## src/rtl/status_service_pkg.sv

```systemverilog
// Constants for the status and service request control block
// ==========================================================
package status_service_pkg;
   // Status byte bit positions
   localparam int BIT_USER  = 0;
   localparam int BIT_DEV   = 2;
   localparam int BIT_QUES  = 3;
   localparam int BIT_MAV   = 4;
   localparam int BIT_ESB   = 5;
   localparam int BIT_RQS   = 6;
   localparam int BIT_OPER  = 7;
   localparam logic [7:0] MASK_RESET = 8'h00;
   localparam logic [7:0] STB_RESET  = 8'h00;
   // Commands
   typedef enum logic [3:0] {
      CMD_NONE, CMD_RST, CMD_CLS, CMD_SRE, CMD_PSC, CMD_TRG, CMD_TST,
      CMD_WAI, CMD_ABORT, CMD_INIT, CMD_SEQ, CMD_OVL, CMD_CONT, CMD_POWERUP
   } cmd_t;
   typedef enum {ST_IDLE, ST_SEQ, ST_WAIT, ST_TEST} ctl_state_t;
endpackage : status_service_pkg

```

## src/rtl/status_service_ctrl.sv

```systemverilog
// Command interpreter for status byte, service request and measurement control
`timescale 1ns/1ps
module status_service_ctrl (
   // Clock and reset
   input  wire logic       clk,
   input  wire logic       sys_rst,
   input  wire logic       clk_en,
   // Command port
   input  wire logic       cmd_valid,
   input  wire status_service_pkg::cmd_t cmd_code,
   input  wire logic [7:0] cmd_arg,
   output logic            cmd_ready,
   // Summary inputs from lower status sets, output queue state and serial poll request
   input  wire logic       user_summary,
   input  wire logic       dev_summary,
   input  wire logic       ques_summary,
   input  wire logic       esr_summary,
   input  wire logic       oper_summary,
   input  wire logic       outq_not_empty,
   input  wire logic       serial_poll,
   // Measurement side
   input  wire logic       trig_src_bus,
   input  wire logic       waiting_trigger,
   input  wire logic       seq_done,
   input  wire logic       ovl_done,
   input  wire logic       cal_done,
   input  wire logic       cal_pass,
   // Outputs
   output logic [7:0]      mask_out,
   output logic [7:0]      stb_out,
   output logic            srq_out,
   output logic            psc_out,
   output logic            trig_pulse,
   output logic            cal_start,
   output logic            tst_result,
   output logic            tst_valid,
   output logic            meas_start,
   output logic            meas_abort,
   output logic            auto_cal,
   output logic            cont_init,
   output logic            measuring_bit,
   output logic            averaging_bit,
   output logic            no_pending_operations_flag,
   output logic            opc_pending
);
   // ==========================================================
   // Registers
   logic [7:0] mask_reg, mask_next;
   logic [7:0] saved_mask_reg;
   logic       psc_reg;
   logic [7:0] stb_reg;
   logic [7:0] prev_live_reg;
   logic [7:0] prev_mask_reg;
   logic       srq_reg;
   status_service_pkg::ctl_state_t state_reg, state_next;
   logic       ovl_busy_reg;

   // ==========================================================
   // Decode
   wire take = clk_en && cmd_valid && cmd_ready;
   function automatic logic is_cmd(input logic                     t,
                                   input status_service_pkg::cmd_t code,
                                   input status_service_pkg::cmd_t c);
      is_cmd = t && (code == c);
   endfunction : is_cmd
   wire do_rst   = is_cmd(take, cmd_code, status_service_pkg::CMD_RST);
   wire do_cls   = is_cmd(take, cmd_code, status_service_pkg::CMD_CLS);
   wire do_sre   = is_cmd(take, cmd_code, status_service_pkg::CMD_SRE);
   wire do_psc   = is_cmd(take, cmd_code, status_service_pkg::CMD_PSC);
   wire do_trg   = is_cmd(take, cmd_code, status_service_pkg::CMD_TRG);
   wire do_tst   = is_cmd(take, cmd_code, status_service_pkg::CMD_TST);
   wire do_wai   = is_cmd(take, cmd_code, status_service_pkg::CMD_WAI);
   wire do_abort = is_cmd(take, cmd_code, status_service_pkg::CMD_ABORT);
   wire do_init  = is_cmd(take, cmd_code, status_service_pkg::CMD_INIT);
   wire do_seq   = is_cmd(take, cmd_code, status_service_pkg::CMD_SEQ);
   wire do_ovl   = is_cmd(take, cmd_code, status_service_pkg::CMD_OVL);
   wire do_cont  = is_cmd(take, cmd_code, status_service_pkg::CMD_CONT);
   wire do_pwr   = is_cmd(take, cmd_code, status_service_pkg::CMD_POWERUP);

   // Live status byte without bit 6
   wire [7:0] live_base = {oper_summary, 1'b0, esr_summary, outq_not_empty,
                           ques_summary, dev_summary, 1'b0, user_summary};
   wire [7:0] eff_mask  = mask_reg & 8'hbf;
   wire       mss       = |(live_base & eff_mask);
   wire [7:0] live_stb  = {live_base[7], mss, live_base[5:0]};
   wire [7:0] rise_stb  = live_base & ~prev_live_reg & eff_mask;
   wire [7:0] rise_mask = eff_mask & ~prev_mask_reg & live_base;
   wire       srq_event = |rise_stb || |rise_mask;

   // Mask next value: write, power-up restore, or hold
   wire [7:0] sre_value = cmd_arg & ~(8'h01 << status_service_pkg::BIT_RQS);
   assign mask_next = do_pwr ? (psc_reg ? status_service_pkg::MASK_RESET
                                        : saved_mask_reg)
                    : do_sre ? sre_value : mask_reg;

   // ==========================================================
   // Retained storage, never reset
   always_ff @(posedge clk) begin
      if (clk_en && do_sre) saved_mask_reg <= sre_value;
      if (clk_en && do_psc) psc_reg <= (cmd_arg != 8'h00);
   end

   // ==========================================================
   // Mask, kept by device reset
   always_ff @(posedge clk) begin
      if (sys_rst) mask_reg <= status_service_pkg::MASK_RESET;
      else if (clk_en) mask_reg <= mask_next;
   end

   // ==========================================================
   // Status byte and service request
   always_ff @(posedge clk) begin
      if (sys_rst) begin
         stb_reg       <= status_service_pkg::STB_RESET;
         prev_live_reg <= 8'h00;
         prev_mask_reg <= 8'h00;
         srq_reg       <= 1'b0;
      end else if (clk_en) begin
         prev_live_reg <= live_base;
         prev_mask_reg <= eff_mask;
         // Query returns MSS; poll returns RQS
         stb_reg <= serial_poll ? {live_stb[7], srq_reg, live_stb[5:0]} : live_stb;
         if (do_cls) srq_reg <= 1'b0;
         if (srq_event) srq_reg <= 1'b1;
         else if (serial_poll) srq_reg <= 1'b0;
      end
   end

   // ==========================================================
   // Command sequencing
   always_comb begin
      state_next = state_reg;
      case (state_reg)
         status_service_pkg::ST_IDLE: begin
            if (do_seq) state_next = status_service_pkg::ST_SEQ;
            else if (do_wai) state_next = status_service_pkg::ST_WAIT;
            else if (do_tst) state_next = status_service_pkg::ST_TEST;
         end
         status_service_pkg::ST_SEQ:
            if (seq_done) state_next = status_service_pkg::ST_IDLE;
         status_service_pkg::ST_WAIT:
            if (!ovl_busy_reg || ovl_done) state_next = status_service_pkg::ST_IDLE;
         status_service_pkg::ST_TEST:
            if (cal_done) state_next = status_service_pkg::ST_IDLE;
         default: state_next = status_service_pkg::ST_IDLE;
      endcase
   end

   always_ff @(posedge clk) begin
      if (sys_rst) begin
         state_reg    <= status_service_pkg::ST_IDLE;
         cmd_ready    <= 1'b1;
         ovl_busy_reg <= 1'b0;
      end else if (clk_en) begin
         state_reg    <= state_next;
         cmd_ready    <= (state_next == status_service_pkg::ST_IDLE);
         if (do_ovl) ovl_busy_reg <= 1'b1;
         else if (ovl_done) ovl_busy_reg <= 1'b0;
      end
   end

   // ==========================================================
   // Measurement, trigger, self-test and settings
   always_ff @(posedge clk) begin
      if (sys_rst) begin
         trig_pulse <= 1'b0;
         cal_start  <= 1'b0;
         tst_result <= 1'b0;
         tst_valid  <= 1'b0;
         meas_start <= 1'b0;
         meas_abort <= 1'b0;
         auto_cal   <= 1'b0;
         cont_init  <= 1'b0;
         measuring_bit <= 1'b0;
         averaging_bit <= 1'b0;
         no_pending_operations_flag <= 1'b1;
         opc_pending <= 1'b0;
      end else if (clk_en) begin
         trig_pulse <= do_trg && trig_src_bus && waiting_trigger;
         cal_start  <= do_tst;
         tst_valid  <= (state_reg == status_service_pkg::ST_TEST) && cal_done;
         if ((state_reg == status_service_pkg::ST_TEST) && cal_done)
            tst_result <= !cal_pass;
         meas_abort <= do_abort;
         meas_start <= do_init || (do_abort && cont_init);
         if (do_cont) cont_init <= cmd_arg[0];
         if (do_init || (do_abort && cont_init)) measuring_bit <= 1'b1;
         else if (seq_done) measuring_bit <= 1'b0;
         if (do_abort) begin
            measuring_bit <= cont_init;
            averaging_bit <= 1'b0;
            no_pending_operations_flag <= 1'b0;
         end else if (ovl_done) no_pending_operations_flag <= 1'b1;
         if (do_ovl) opc_pending <= 1'b1;
         else if (ovl_done) opc_pending <= 1'b0;
         if (do_rst) begin
            opc_pending <= 1'b0;
            auto_cal    <= 1'b0;
            cont_init   <= 1'b0;
         end
      end
   end

   // ==========================================================
   // Output registers
   always_ff @(posedge clk) begin
      if (sys_rst) begin
         mask_out <= 8'h00;
         psc_out  <= 1'b0;
         srq_out  <= 1'b0;
      end else if (clk_en) begin
         mask_out <= mask_next;
         psc_out  <= psc_reg;
         srq_out  <= srq_reg;
      end
   end
   always_comb stb_out = stb_reg;

   // ==========================================================
   // Assertions
   mask_write_a: assert property (@(posedge clk) disable iff (sys_rst)
      do_sre |=> mask_reg == ($past(cmd_arg) & 8'hbf)) else $error("mask write lost");
   rst_keep_a: assert property (@(posedge clk) disable iff (sys_rst)
      do_rst && !do_sre && !do_pwr |=> $stable(mask_reg)) else $error("reset changed mask");
   rst_off_a: assert property (@(posedge clk) disable iff (sys_rst)
      do_rst && !do_cont |=> !cont_init && !auto_cal && !opc_pending) else $error("reset bad");
   trig_gate_a: assert property (@(posedge clk) disable iff (sys_rst)
      trig_pulse |-> $past(trig_src_bus && waiting_trigger)) else $error("bad trigger");
   abort_bits_a: assert property (@(posedge clk) disable iff (sys_rst)
      do_abort |=> !averaging_bit && !no_pending_operations_flag) else $error("abort bits");
   srq_rise_a: assert property (@(posedge clk) disable iff (sys_rst || !clk_en)
      srq_event |=> srq_reg) else $error("no service request");
   bit6_mask_a: assert property (@(posedge clk) disable iff (sys_rst)
      eff_mask[status_service_pkg::BIT_RQS] == 1'b0) else $error("bit 6 enabled");
   wait_hold_a: assert property (@(posedge clk) disable iff (sys_rst)
      state_reg == status_service_pkg::ST_WAIT |-> !take) else $error("command during wait");

   // ==========================================================
   // Mask and retained storage checks
   mask_bit6_a: assert property (@(posedge clk) disable iff (sys_rst)
      do_sre |=> !mask_reg[status_service_pkg::BIT_RQS])
      else $error("mask bit 6 stored");
   mask_zero_a: assert property (@(posedge clk) disable iff (sys_rst)
      mask_reg == 8'h00 |-> !srq_event)
      else $error("service request with empty mask");
   mask_pwr_a: assert property (@(posedge clk) disable iff (sys_rst)
      do_pwr |=> mask_reg == ($past(psc_reg) ? status_service_pkg::MASK_RESET
                                            : $past(saved_mask_reg)))
      else $error("power-up mask wrong");
   psc_write_a: assert property (@(posedge clk) disable iff (sys_rst)
      do_psc |=> psc_reg == ($past(cmd_arg) != 8'h00))
      else $error("clear flag write lost");
   saved_write_a: assert property (@(posedge clk) disable iff (sys_rst)
      do_sre |=> saved_mask_reg == ($past(cmd_arg) & 8'hbf))
      else $error("saved mask write lost");
   rst_retain_a: assert property (@(posedge clk) disable iff (sys_rst)
      do_rst |=> $stable(saved_mask_reg) && $stable(psc_reg))
      else $error("reset changed retained storage");
   mask_query_a: assert property (@(posedge clk) disable iff (sys_rst)
      mask_out == mask_reg)
      else $error("mask readback differs");

   // ==========================================================
   // Status byte checks
   cls_clear_a: assert property (@(posedge clk) disable iff (sys_rst)
      do_cls && !srq_event |=> !srq_reg)
      else $error("clear status kept request");
   srq_enable_a: assert property (@(posedge clk) disable iff (sys_rst || !clk_en)
      (|rise_mask) |=> srq_reg)
      else $error("no request on enable rise");
   poll_rqs_a: assert property (@(posedge clk) disable iff (sys_rst || !clk_en)
      serial_poll |=> stb_reg[status_service_pkg::BIT_RQS] == $past(srq_reg))
      else $error("poll bit 6 not request");
   query_mss_a: assert property (@(posedge clk) disable iff (sys_rst || !clk_en)
      !serial_poll |=> stb_reg[status_service_pkg::BIT_RQS] == $past(mss))
      else $error("query bit 6 not summary");
   stb_sum_a: assert property (@(posedge clk) disable iff (sys_rst || !clk_en)
      clk_en |=> {stb_reg[status_service_pkg::BIT_OPER], stb_reg[status_service_pkg::BIT_QUES],
                  stb_reg[status_service_pkg::BIT_DEV], stb_reg[status_service_pkg::BIT_USER]}
                 == $past({oper_summary, ques_summary, dev_summary, user_summary}))
      else $error("summary bits wrong");
   stb_mav_a: assert property (@(posedge clk) disable iff (sys_rst || !clk_en)
      clk_en |=> stb_reg[status_service_pkg::BIT_MAV] == $past(outq_not_empty))
      else $error("message bit wrong");
   stb_esb_a: assert property (@(posedge clk) disable iff (sys_rst || !clk_en)
      clk_en |=> stb_reg[status_service_pkg::BIT_ESB] == $past(esr_summary))
      else $error("event summary bit wrong");

   // ==========================================================
   // Command flow checks
   tst_res_a: assert property (@(posedge clk) disable iff (sys_rst || !clk_en)
      tst_valid |-> tst_result == !$past(cal_pass))
      else $error("self-test result wrong");
   seq_block_a: assert property (@(posedge clk) disable iff (sys_rst)
      do_seq |=> !cmd_ready)
      else $error("sequential command not blocking");
   ovl_pass_a: assert property (@(posedge clk) disable iff (sys_rst)
      do_ovl |=> cmd_ready)
      else $error("overlapped command blocking");
   abort_start_a: assert property (@(posedge clk) disable iff (sys_rst)
      do_abort |=> meas_abort && (meas_start == $past(cont_init)))
      else $error("abort restart wrong");
   init_start_a: assert property (@(posedge clk) disable iff (sys_rst)
      do_init |=> meas_start && measuring_bit)
      else $error("initiate did not start");
   abort_meas_a: assert property (@(posedge clk) disable iff (sys_rst)
      do_abort && !cont_init |=> !measuring_bit)
      else $error("abort kept measuring");

   cov_srq_c:   cover property (@(posedge clk) srq_event);
   cov_abort_c: cover property (@(posedge clk) do_abort && cont_init);
   cov_tst_c:   cover property (@(posedge clk) tst_valid && tst_result);
   cov_poll_c:  cover property (@(posedge clk) serial_poll && srq_reg);
   cov_wait_c:  cover property (@(posedge clk) state_reg == status_service_pkg::ST_WAIT && ovl_done);
endmodule : status_service_ctrl

```

## config.mk

```make
export PLATFORM = sky130hd
export DESIGN_NAME = status_service_ctrl
export DESIGN_NICKNAME = d
export VERILOG_FILES = /design/src/rtl/status_service_pkg.sv /design/src/rtl/status_service_ctrl.sv
export SDC_FILE = /design/constraint.sdc
export NUM_CORES = 1
export LEC_CHECK = 0
export BUFFER_PORTS_ARGS = -buffer_cell sky130_fd_sc_hd__clkbuf_2
export CAP_MARGIN = 20
export CORE_MARGIN = 3
export CORE_UTILIZATION = 53
export DETAILED_ROUTE_END_ITERATION = 6
export PLACE_DENSITY = 0.78
export SYNTH_ARGS = -nofsm -noshare
export SYNTH_HDL_FRONTEND = slang
export SYNTH_SLANG_ARGS = --single-unit
```

## constraint.sdc

```tcl
create_clock -name clk -period 1.7 [get_ports clk]
set_clock_uncertainty 0.05 [all_clocks]
set_input_delay 0.255 -clock clk [delete_from_list [all_inputs] [get_ports clk]]
set_output_delay 0.255 -clock clk [all_outputs]
set_load 0.01 [all_outputs]
```

### After elaboration in Yosys (flattened, before gate mapping)

Cells that the tools add are included.

* equal/unequal tests: 17
* multiplexer cells: 24
* bitwise logic cells: 7
* reductions and logical operators: 47

Operators with widths (number)
* 2-to-1 mux 32 bit: 6
* one-hot mux 32 bit (4 select lines): 1
* == test 32 x 2 -> 1 bit, second input constant: 2
* zero test 32 bit: 2
* bitwise AND 8 bit: 5
* == test 32 x 1 -> 1 bit, second input constant: 1
* == test 32 x 3 -> 1 bit, second input constant: 1
* == test 4 bit, second input constant: 6
* 2-to-1 mux 8 bit: 3
* OR reduction 8 bit: 3
* logical AND 1 bit: 21
* == test 4 x 3 -> 1 bit, second input constant: 4
* NOT 8 bit: 2
* AND reduction 2 bit: 8
* 2-to-1 mux 1 bit: 13
* nonzero test 3 bit: 3
* == test 4 x 2 -> 1 bit, second input constant: 2
* nonzero test 2 bit: 4
* nonzero test 8 bit: 1
* 2-to-1 mux 7 bit: 1
* == test 4 x 1 -> 1 bit, second input constant: 1
* logical OR 1 bit: 3
* zero test 1 bit: 2

* register bits: 84
* bits of input ports: 29
* output and inout bits: 31

### Depth between registers and ports, before layout

Gate-level depths: netlist (run 1).

* word-level depth: 8
* depth in mapped cells: 7

### Least setup slack after synthesis (run 1)

Ideal clock, no wire load.

* path kind: flip-flop to flip-flop
* from: register cmd_ready
* to: register mask_out[0]
* arrival: 1.286 ns
* setup slack: 0.273 ns
* cell stages (with the launch flop): 6
* buffers on the path: 0
* period minus slack after synthesis: 1.427 ns
* path through: dfxtp_1 > and4_4 > nand3_4 > clkinv_1 > nand2_1 > a311oi_1

* word-level cells in the longest chain between the ends: 4
* elaborated cells on any way between the ends: 6
* those cells by class: mux: 1; reduce/logical: 5

RTL lines
* start, declared: line status_service_ctrl.sv:12 `output logic cmd_ready,`
* start signal, assigned: line status_service_ctrl.sv:156 `cmd_ready <= (state_next == status_service_pkg::ST_IDLE);`
* logical AND 1 bit *: line status_service_ctrl.sv:60 `wire take = clk_en && cmd_valid && cmd_ready;`
* logical AND 1 bit: line status_service_ctrl.sv:64 `is_cmd = t && (code == c);`
* nonzero test 2 bit (no line)
* AND reduction 2 bit (no line)
* end signal, assigned: line status_service_ctrl.sv:212 `mask_out <= mask_next;`
* end, declared: line status_service_ctrl.sv:29 `output logic [7:0] mask_out,`

Mark *: on every way between the ends. The rest lies on a longest branch, timed or not.
A chain may end at the register's enable or synchronous reset.

### Worst setup path in the final report (run 1)

* from: register cmd_ready
* to: register saved_mask_reg[3] (enable)

* word-level cells in the longest chain between the ends: 3

RTL lines
* logical AND 1 bit: line status_service_ctrl.sv:60
* logical AND 1 bit: line status_service_ctrl.sv:64
* logical AND 1 bit: line status_service_ctrl.sv:99 `if (clk_en && do_sre) saved_mask_reg <= sre_value;`
* end signal, assigned: line status_service_ctrl.sv:99
* end, declared: line status_service_ctrl.sv:49 `logic [7:0] saved_mask_reg;`

Every way passes these cells.

==> results.md, run 1 <==
* Status: complete, no violations
* Post_cts resized at 0
* Final Hold Fails at 0
* Post-Synthesis Cells at 274
* Core ar. at 4910 µm²
* RSZ-0062 raised after global routing: no
* Hold_buf cts at 0
* Initial DRC count at 106
* Yosys warns at 0
* Int Pwr at 2.48 mW
* Synth Area in Compound Gates at 0.103
* Clock sinks at 75
* Rows at 25
* Largest register FFs at 32
* Setup Buffers After CTS at 0
* GRT Total Usage at 0.201
* Fmax at 647 MHz
* Gr ovfl total at 0
* Synth area leaders: dfxtp_1, edfxtp_1, and2_1, mux2i_1, nand2_1
* Worst Path Arrival at 1.56 ns
* Drt drc at 0
* Synth Flop Type: dfxtp_1
* Die Span X at 78.6 µm
* Hold Crit Start: cmd_arg[3]
* CTS tree: built
* Synthesized cell area at 2790 µm²
* CTS Buf Count at 9
* Count leader, synth: dfxtp_1
* Global-route wire length before repair at 9860 µm
* Leakage at 1.41 nW
* Synth Area in XOR/XNOR at 0
* Cell accounting for the most synthesized area: dfxtp_1
* Sw Ratio at 0.225
* Largest net degree at the start of global routing at 23
* Max Cap Viol at 0
* Die Area at 6170 µm²
* Crit. End Element: flip-flop
* Adder-Cell Fraction of Synth Area at 0
* CP Class: flip-flop to flip-flop
* Initial antenna violation count at 0
* Syn-to-layout area delta at 19.7%
* CTS Root Cell: clkbuf_8
* Largest family of logic cells by synthesized area: simple AND/OR/NAND/NOR gates
* Worst-Skew Late Latency at 0.34 ns
* Port Buffers at 55
* Die height at 78.6 µm
* Synth top area share at 0.481
* Combinational power share at 0.062
* Antenna viol nets, final at 0
* Sw power at 0.722 mW
* Vias/cell at 5.22
* Post-synthesis mux area share at 0.0686
* Crit path required time at 1.71 ns
* Final Cycle Share at 0.909
* Vias in the first global route at 2097
* Clock Path Buffers at 2
* Minimum clock period at 1.54 ns
* Setup_tns at 0 ns
* Nets@finish at 362
* Filler cell count at approximately 400
* Sequential share of power at 0.568
* Final Routed Wirelength at 5620 µm
* Clock Pin Slew Worst Setup and Hold Paths at approximately 0.070 ns
* Avg WL per Cell at 13.9 µm
* RePlAce Congestion at 0.824
* Fin. max-slew vios at 0
* Synth Register Bits at 75
* Via count at approximately 2100
* WHS at 0.0748 ns
* Reg2Reg Setup Slack at 0.16 ns
* Part of the power in the clock network at 0.370
* Launch point of the worst reg-to-reg path: cmd_ready
* Post-synth EDFFs at 8
* Synth Area in Simple Gates at 0.227
* Critical path origin: cmd_ready
* Hold Crit Class: input pin to flip-flop
* Commonest cells in the netlist: dfxtp_1, and2_1, nand2_1
* Setup crit start kind: flip-flop
* Async S/R FF share, synth at 0
* Antenna cell count at 0
* I/O pin cnt at 60
* Drt pass-1 iters at 4
* Sequential fraction of the synthesis area at 0.567
* Share of layout cells above drive strength 1 at 0.249
* DP Wirelength at 4060 µm
* CTS H-tree depth at 3
* Yosys cell types at 40
* Final setup violating endpoints at 0
* Starting density of the core at 0.568
* CP Max Fanout at 11
* Worst vdd ir at between 0.6 and 0.7 mV
* Pwr Density at 958 nW/µm²
* Synthesized area per cell at 10.2 µm²
power by group through the flow:
stage	combinational (mW)	clock [mW]	sequential, mW
global placement	0.194	0	1.86
global route	0.220	1.32	1.82
detailed placement	0.195	0	1.86
finish	0.198	1.18	1.82
floorplan	0.108	0	1.86
CTS	0.196	1.23	1.82
per-layer routing:
metal,up-vias,share of wire,GRT usage
met4,0,0.011,0.0769
met1,975,0.51,0.279
met5,-,0,0
li1,1076,-,-
met3,7,0.063,0.0803
met2,52,0.42,0.279
critical path: stages, from the launching register on:
cell and delay (ns):
dfxtp_1 0.39, and4_4 0.29, nand3_4 0.13, clkinv_1 0.22, buf_4 0.18
path summary, 6_finish.rpt:
check / endpoint / cells after the start
worst max-delay path: saved_mask_reg[3] / 4
worst min register to register: state_reg[28] / 1
worst min-delay path: saved_mask_reg[3] / 1
worst max register to register: saved_mask_reg[3] / 4
cell families (layout without fill, tap and decap cells):
kind of cell	count (synthesis)	count (layout)
muxes	19	19
DFF	75	75
other	1	4
AOI/OAI and AO/OA	43	43
and+or+nand+nor	117	117
buffers and inverters	19	79
area by class of cell:
cell class,count,area (µm²),share of cell area
sequential,75,1580,0.474
multi-input combinational,183,1160,0.347
timing repair buffer,61,333,0.0996
clock buffer,12,155,0.0464
tap,67,83.8,0.0251
clock inverter,3,15.0,0.00449
inverter,3,11.3,0.00337
per-stage QoR:
stage                     power [mW]   util  instances  cell area [µm²]  worst slack, ns
after floorplan                 1.97      -        277             2800            0.273
after global placement          2.05  0.638        389             3140            0.148
after detailed placement        2.05  0.638        389             3140            0.126
after CTS                       3.24  0.673        404             3310            0.126
after global routing            3.36  0.680        404             3340           0.0148
final                           3.20  0.680        404             3340            0.155
cell usage in the layout (no fill, tap or decap), types with 2 or more instances in the layout:
| cell type | netlist | layout |
|---|---|---|
| dfxtp_1 | 67 | 66 |
| clkbuf_2 | 0 | 55 |
| and2_1 | 32 | 32 |
| nand2_1 | 27 | 27 |
| nor2_1 | 23 | 23 |
| a21oi_1 | 20 | 20 |
| mux2i_1 | 18 | 18 |
| clkbuf_8 | 0 | 11 |
| edfxtp_1 | 8 | 8 |
| nor2b_1 | 7 | 7 |
| a311oi_1 | 7 | 7 |
| nor4_1 | 8 | 6 |
| buf_4 | 5 | 5 |
| nand4_1 | 4 | 4 |
| conb_1 | 1 | 4 |
| nor3_1 | 3 | 3 |
| a32oi_1 | 3 | 3 |
| clkinv_2 | 0 | 3 |
| nand3_1 | 2 | 2 |
| nand2b_1 | 2 | 2 |
| a32o_1 | 2 | 2 |
| a22o_1 | 2 | 2 |
| and3_1 | 2 | 2 |
| a31oi_1 | 2 | 2 |
| inv_1 | 2 | 2 |
Note: power is estimated with default switching activity, not from simulation.
==> run 2, diff against run 1 <==
--- a/config.mk
+++ b/config.mk
@@ -7,6 +7,7 @@
 export LEC_CHECK = 0
 export BUFFER_PORTS_ARGS = -buffer_cell sky130_fd_sc_hd__clkbuf_2
 export CAP_MARGIN = 20
+export CORE_ASPECT_RATIO = 0.6
 export CORE_MARGIN = 3
 export CORE_UTILIZATION = 53
 export DETAILED_ROUTE_END_ITERATION = 6
==> results.md, run 2 (synthesis results as in run 1) <==
* Largest net degree at the start of global routing at 33 (+43%)
* Final instance area at 3350 µm² (+0.26%)
* Port Buffers at 55 (unchanged)
* CTS tree: built
* Core ar. at 4830 µm² (-1.7%)
* RSZ-0062 raised after global routing: no
* Final Routed Wirelength at 6060 µm (+7.8%)
* Antenna viol nets, final at 0 (unchanged)
* GRT Total Usage at 0.209 (+0.00783)
* Worst vdd ir at 0.581 mV (-14%)
* Slowest stage delay, CP at 0.33 ns (-0.06 ns)
* Drt drc at 0 (unchanged)
* Vias/cell at 5.32 (+1.8%)
* CTS Buf Count at 9 (unchanged)
* Final Hold Fails at 0 (unchanged)
* Max Cap Viol at 0 (unchanged)
* Worst-Skew Late Latency at 0.35 ns (about the same)
* Crit. End Element: flip-flop
* Initial antenna violation count at 0 (unchanged)
* CP Max Fanout at 2 (-9)
* Starting density of the core at 0.578 (+0.0100)
* Worst Path Arrival at 1.70 ns (+0.14 ns)
* Largest register FFs at 32 (unchanged)
* Cell mode on critical path: nand4_1
* DP Wirelength at 4370 µm (+7.7%)
* Most frequent cells in the layout: dfxtp_1, clkbuf_2, and2_1, nand2_1, nor2_1
* CTS H-tree depth at 3 (unchanged)
* Global-route wire length before repair at 10200 µm (+3.1%)
* RePlAce Congestion at 0.788 (-4.4%)
* Initial DRC count at 111 (+4.7%)
* Hold Crit Class: input pin to flip-flop
* Crit path required time at 1.88 ns (+0.17 ns)
* Setup_tns at 0 ns (unchanged)
* Minimum clock period at 1.52 ns (-0.0279 ns)
* Fmax at 659 MHz (+1.8%)
* Die Area at 6200 µm² (+0.46%)
* Final Cycle Share at 0.892 (-0.0164)
* Share of layout cells above drive strength 1 at 0.256 (+0.00662)
* Die Span X at 99.7 µm (+27%)
* Post_cts resized at 0 (unchanged)
* Clock Pin Slew Worst Setup and Hold Paths at 0.07 ns (about the same)
* Setup Buffers After CTS at 0 (unchanged)
* Rows at 19 (-24%)
* Gr ovfl total at 0 (unchanged)
* Commonest non-fill, non-tap cell in the layout: dfxtp_1
* Antenna cell count at 0 (unchanged)
* CP Buf/Inv Count at 0 (-2)
* Leakage at 1.41 nW (-0.29%)
* Family with the most delay on the worst path: simple AND/OR/NAND/NOR gates
* Drt pass-1 iters at 5 (+1)
* Pwr Density at 962 nW/µm² (+0.40%)
* CP Class: flip-flop to flip-flop
* Die height at 62.2 µm (-21%)
* Via count at 2143 (+1.6%)
* Avg WL per Cell at 15.0 µm (+8.1%)
* Vias in the first global route at 2057 (-1.9%)
* Post-DP Area at 3130 µm² (about the same)
* Syn-to-layout area delta at 20.0%
* Clock Path Buffers at 2 (unchanged)
* Worst-path cell chain: nor4_2, nand4_1, nor2_1, nand4_1, mux2_1
* Filler cell count at 394 (-2.0%)
* Nets@finish at 364 (+0.55%)
* Crit-path slowest cell: mux2_1
* Status: complete, no violations
* Setup crit start kind: flip-flop
* Fin. max-slew vios at 0 (unchanged)
* Hold_buf cts at 0 (unchanged)
* Clock sinks at 75 (unchanged)
* Total power at 3.22 mW (+0.66%)
* Final setup violating endpoints at 0 (unchanged)
* CTS Root Cell: clkbuf_8
* I/O pin cnt at 60 (unchanged)
* Final core occ at 0.694 (+0.0138)
## run 2: cell type report
class,instances,area (µm²),share of cell area
Sequential cell,75,1580,0.472
Multi-Input combinational cell,183,1170,0.348
Timing Repair Buffer,63,335,0.100
Clock buffer,14,163,0.0486
Tap cell,63,78.8,0.0235
Inverter,3,15.0,0.00448
Clock inverter,2,10.0,0.00299
## run 2: metrics by stage
step | setup WS [ns] | hold WS (ns) | cells
after detailed placement | 0.126 | 0.397 | 387
final | 0.183 | 0.0626 | 403
after global routing | 0.00847 | 0.0520 | 403
after global placement | 0.137 | 0.392 | 387
after CTS | 0.117 | 0.0522 | 403
after floorplan | 0.273 | 0.304 | 277
## run 2: final timing paths
path                                     from           endpoint  slack (ns)  cells past startpoint
worst max-delay path            state_reg[23]         tst_result        0.18                      5
worst min-delay path               cmd_arg[3]  saved_mask_reg[3]        0.06                      1
worst max register to register  state_reg[23]         tst_result        0.18                      5
worst min register to register  state_reg[28]      state_reg[28]        0.41                      1
## run 2: worst reg2reg max path: cells and delay by family, from the launching register on
family           cells  cell delay, ns
DFF                  1            0.31
and+or+nand+nor      4            0.72
muxes                1            0.33
## run 2: where the power goes
| group | leakage (nW) | switching (mW) | internal (mW) |
|---|---|---|---|
| registers | 0.616 | 0.0146 | 1.80 |
| logic | 0.702 | 0.119 | 0.0780 |
| clock network | 0.0905 | 0.599 | 0.607 |
| total | 1.41 | 0.733 | 2.49 |
## run 2: per-layer routing
| layer | GRT usage | up-vias | routed length [µm] |
|---|---|---|---|
| li1 | - | 1080 | - |
| met3 | 0.0850 | 10 | 475 |
| met4 | 0.0716 | 0 | 78 |
| met2 | 0.277 | 83 | 2400 |
| met1 | 0.304 | 970 | 3110 |
| met5 | 0 | - | 0 |
==> run 3, diff against run 2 <==
--- a/config.mk
+++ b/config.mk
@@ -9,9 +9,8 @@
 export CAP_MARGIN = 20
 export CORE_ASPECT_RATIO = 0.6
 export CORE_MARGIN = 3
-export CORE_UTILIZATION = 53
+export CORE_UTILIZATION = 40
 export DETAILED_ROUTE_END_ITERATION = 6
-export PLACE_DENSITY = 0.78
 export SYNTH_ARGS = -nofsm -noshare
 export SYNTH_HDL_FRONTEND = slang
 export SYNTH_SLANG_ARGS = --single-unit
==> results.md, run 3 (synthesis results as in run 1) <==
* Status: complete, no violations
* Final std cells w/o fill at 425 (+5.5%)
* Share of layout cells above drive strength 1 at 0.261 (+0.00511)
* # placed instances at 410 (+5.9%)
* Final Hold Fails at 0 (unchanged)
* GRT Total Usage at 0.169 (-0.0402)
* Worst-path cell chain: nor4_2, nand4_1, nor2_1, nand4_1, mux2_1
* Final instance area at 3500 µm² (+4.6%)
* Filler cell count at 597 (+52%)
* Die Span X at 114 µm (+14%)
* Hold Crit Start: cmd_arg[4]
* Slew HR at 0.583
* CTS tree: built
* Met2 WL at 2410 µm (+0.63%)
* Post-DP Area at 3190 µm² (+1.7%)
* Final Cycle Share at 0.955 (+0.0622)
* I/O pin cnt at 60 (unchanged)
* Worst reg2reg path endpoint: tst_result
* Die height at 70.7 µm (+14%)
* Syn-to-layout area delta at 25.5%
* Family with the most delay on the worst path: simple AND/OR/NAND/NOR gates
* Worst Tran Pin Value at 0.624 ns
* Min-Delay Path Depth at 1 (unchanged)
* Most frequent cells in the layout: dfxtp_1, clkbuf_2, and2_1, nand2_1, nor2_1
* Via count at 2116 (-1.3%)
* Nets@finish at 366 (+0.55%)
* Global-route wire length before repair at 10500 µm (+3.3%)
* Final core occ at 0.546 (-0.148)
* CTS Buf Count at 9 (unchanged)
* Pwr Density at 1050 nW/µm² (+9.6%)
* CP Max Fanout at 2 (unchanged)
* Rows at 22 (+3)
* Highest routed layer: met4
* Leakage at 1.47 nW (+4.7%)
* Drt pass-1 iters at 4 (-1)
* Place WS at 0.0430 ns (-0.0828 ns)
* Worst-Skew Late Latency at 0.32 ns (-0.03 ns)
* Drt drc at 0 (unchanged)
* Wl on met1 at 3630 µm (+17%)
* Worst Path Arrival at 1.79 ns (+0.09 ns)
* Final Routed Wirelength at 6480 µm (+7.0%)
* Reg2Reg Setup Slack at 0.08 ns (-0.11 ns)
* PnR worst setup slack at 0.0773 ns (-0.106 ns)
* Core ar. at 6410 µm² (+33%)
* DP Wirelength at 4760 µm (+8.9%)
* Initial antenna violation count at 0 (unchanged)
* CP Buf/Inv Count at 0 (unchanged)
* Vias/cell at 4.98 (-6.4%)
* Antenna cell count at 0 (unchanged)
* Launch point of the worst reg-to-reg path: state_reg[9]
* Largest register FFs at 32 (unchanged)
* Final setup violating endpoints at 0 (unchanged)
* Gr ovfl total at 0 (unchanged)
* Commonest non-fill, non-tap cell in the layout: dfxtp_1
* Crit. End Element: flip-flop
* Fmax at 616 MHz (-6.5%)
* Worst vdd ir at 0.571 mV (-1.7%)
* Clock Pin Slew Worst Setup and Hold Paths at 0.05 ns (-0.02 ns)
* Initial DRC count at 135 (+22%)
* Avg WL per Cell at 15.3 µm (+1.5%)
* Largest net degree at the start of global routing at 37 (+12%)
* Slowest stage delay, CP at 0.34 ns (about the same)
* CTS H-tree depth at 3 (unchanged)
* Fin. max-slew vios at 0 (unchanged)
* Port Buffers at 55 (unchanged)
* Hold endpoint: saved_mask_reg[4]
* Setup_tns at 0 ns (unchanged)
* Minimum clock period at 1.62 ns (+0.106 ns)
* Crit path required time at 1.86 ns (-0.02 ns)
* Hold Crit Class: input pin to flip-flop
* Clock Path Buffers at 2 (unchanged)
* Clock sinks at 75 (unchanged)
* RePlAce Congestion at 0.745 (-5.5%)
* Cell mode on critical path: nand4_1
* Reg2reg path depth at 5 (unchanged)
* CP Class: flip-flop to flip-flop
* RSZ-0062 raised after global routing: yes
* Setup crit start kind: flip-flop
* Antenna viol nets, final at 0 (unchanged)
* Crit-path slowest cell: mux2_1
* Max Cap Viol at 0 (unchanged)
* Routed wl met3 at 406 µm (-15%)
* Starting density of the core at 0.435 (-0.143)
* WHS at 0.0886 ns (+0.0260 ns)
* Die Area at 8050 µm² (+30%)
* CTS Root Cell: clkbuf_16
* Total power at 3.69 mW (+15%)
* Vias in the first global route at 2034 (-1.1%)
[run 3: worst register-to-register path, cell delays in order (launching register included)]
cell and delay, ns:
dfxtp_1 0.31, nor4_2 0.29, nand4_1 0.22, nor2_1 0.15
nand4_1 0.15, mux2_1 0.34
[run 3: worst max path at each step]
stage / startpoint / end / cells after the start
CTS: state_reg[9] / tst_result / 5
global placement: state_reg[12] / cmd_ready / 5
finish: state_reg[9] / tst_result / 5
detailed placement: state_reg[9] / tst_result / 5
floorplan: cmd_ready / mask_out[0] / 5
global route: state_reg[19] / tst_result / 5
[run 3: layout make-up]
type | instances | area [µm²] | share of cell area
clock buffer | 12 | 246 | 0.0704
sequential | 75 | 1580 | 0.452
clock inverter | 3 | 15.0 | 0.00429
timing repair buffer | 65 | 363 | 0.104
inverter | 3 | 11.3 | 0.00322
multi-input combinational | 183 | 1180 | 0.337
tap | 84 | 105 | 0.0300
[run 3: layer usage]
layer,up-vias,GRT usage
met1,972,0.271
met3,4,0.0658
li1,1088,-
met5,-,0
met2,52,0.200
met4,0,0.0474
[run 3: what timing repair did]
item	in CTS	in global routing
hold endpoints to repair	0	0
resized for setup	0	8
endpoints found under the setup margin	0	9
setup buffers	0	0
hold buffers	0	0
[run 3: where the power goes]
| group | switching (mW) | internal, mW | total [mW] |
|---|---|---|---|
| logic | 0.124 | 0.0831 | 0.207 |
| registers | 0.0146 | 1.81 | 1.82 |
| clock network | 0.654 | 1.01 | 1.67 |
| total | 0.793 | 2.90 | 3.69 |
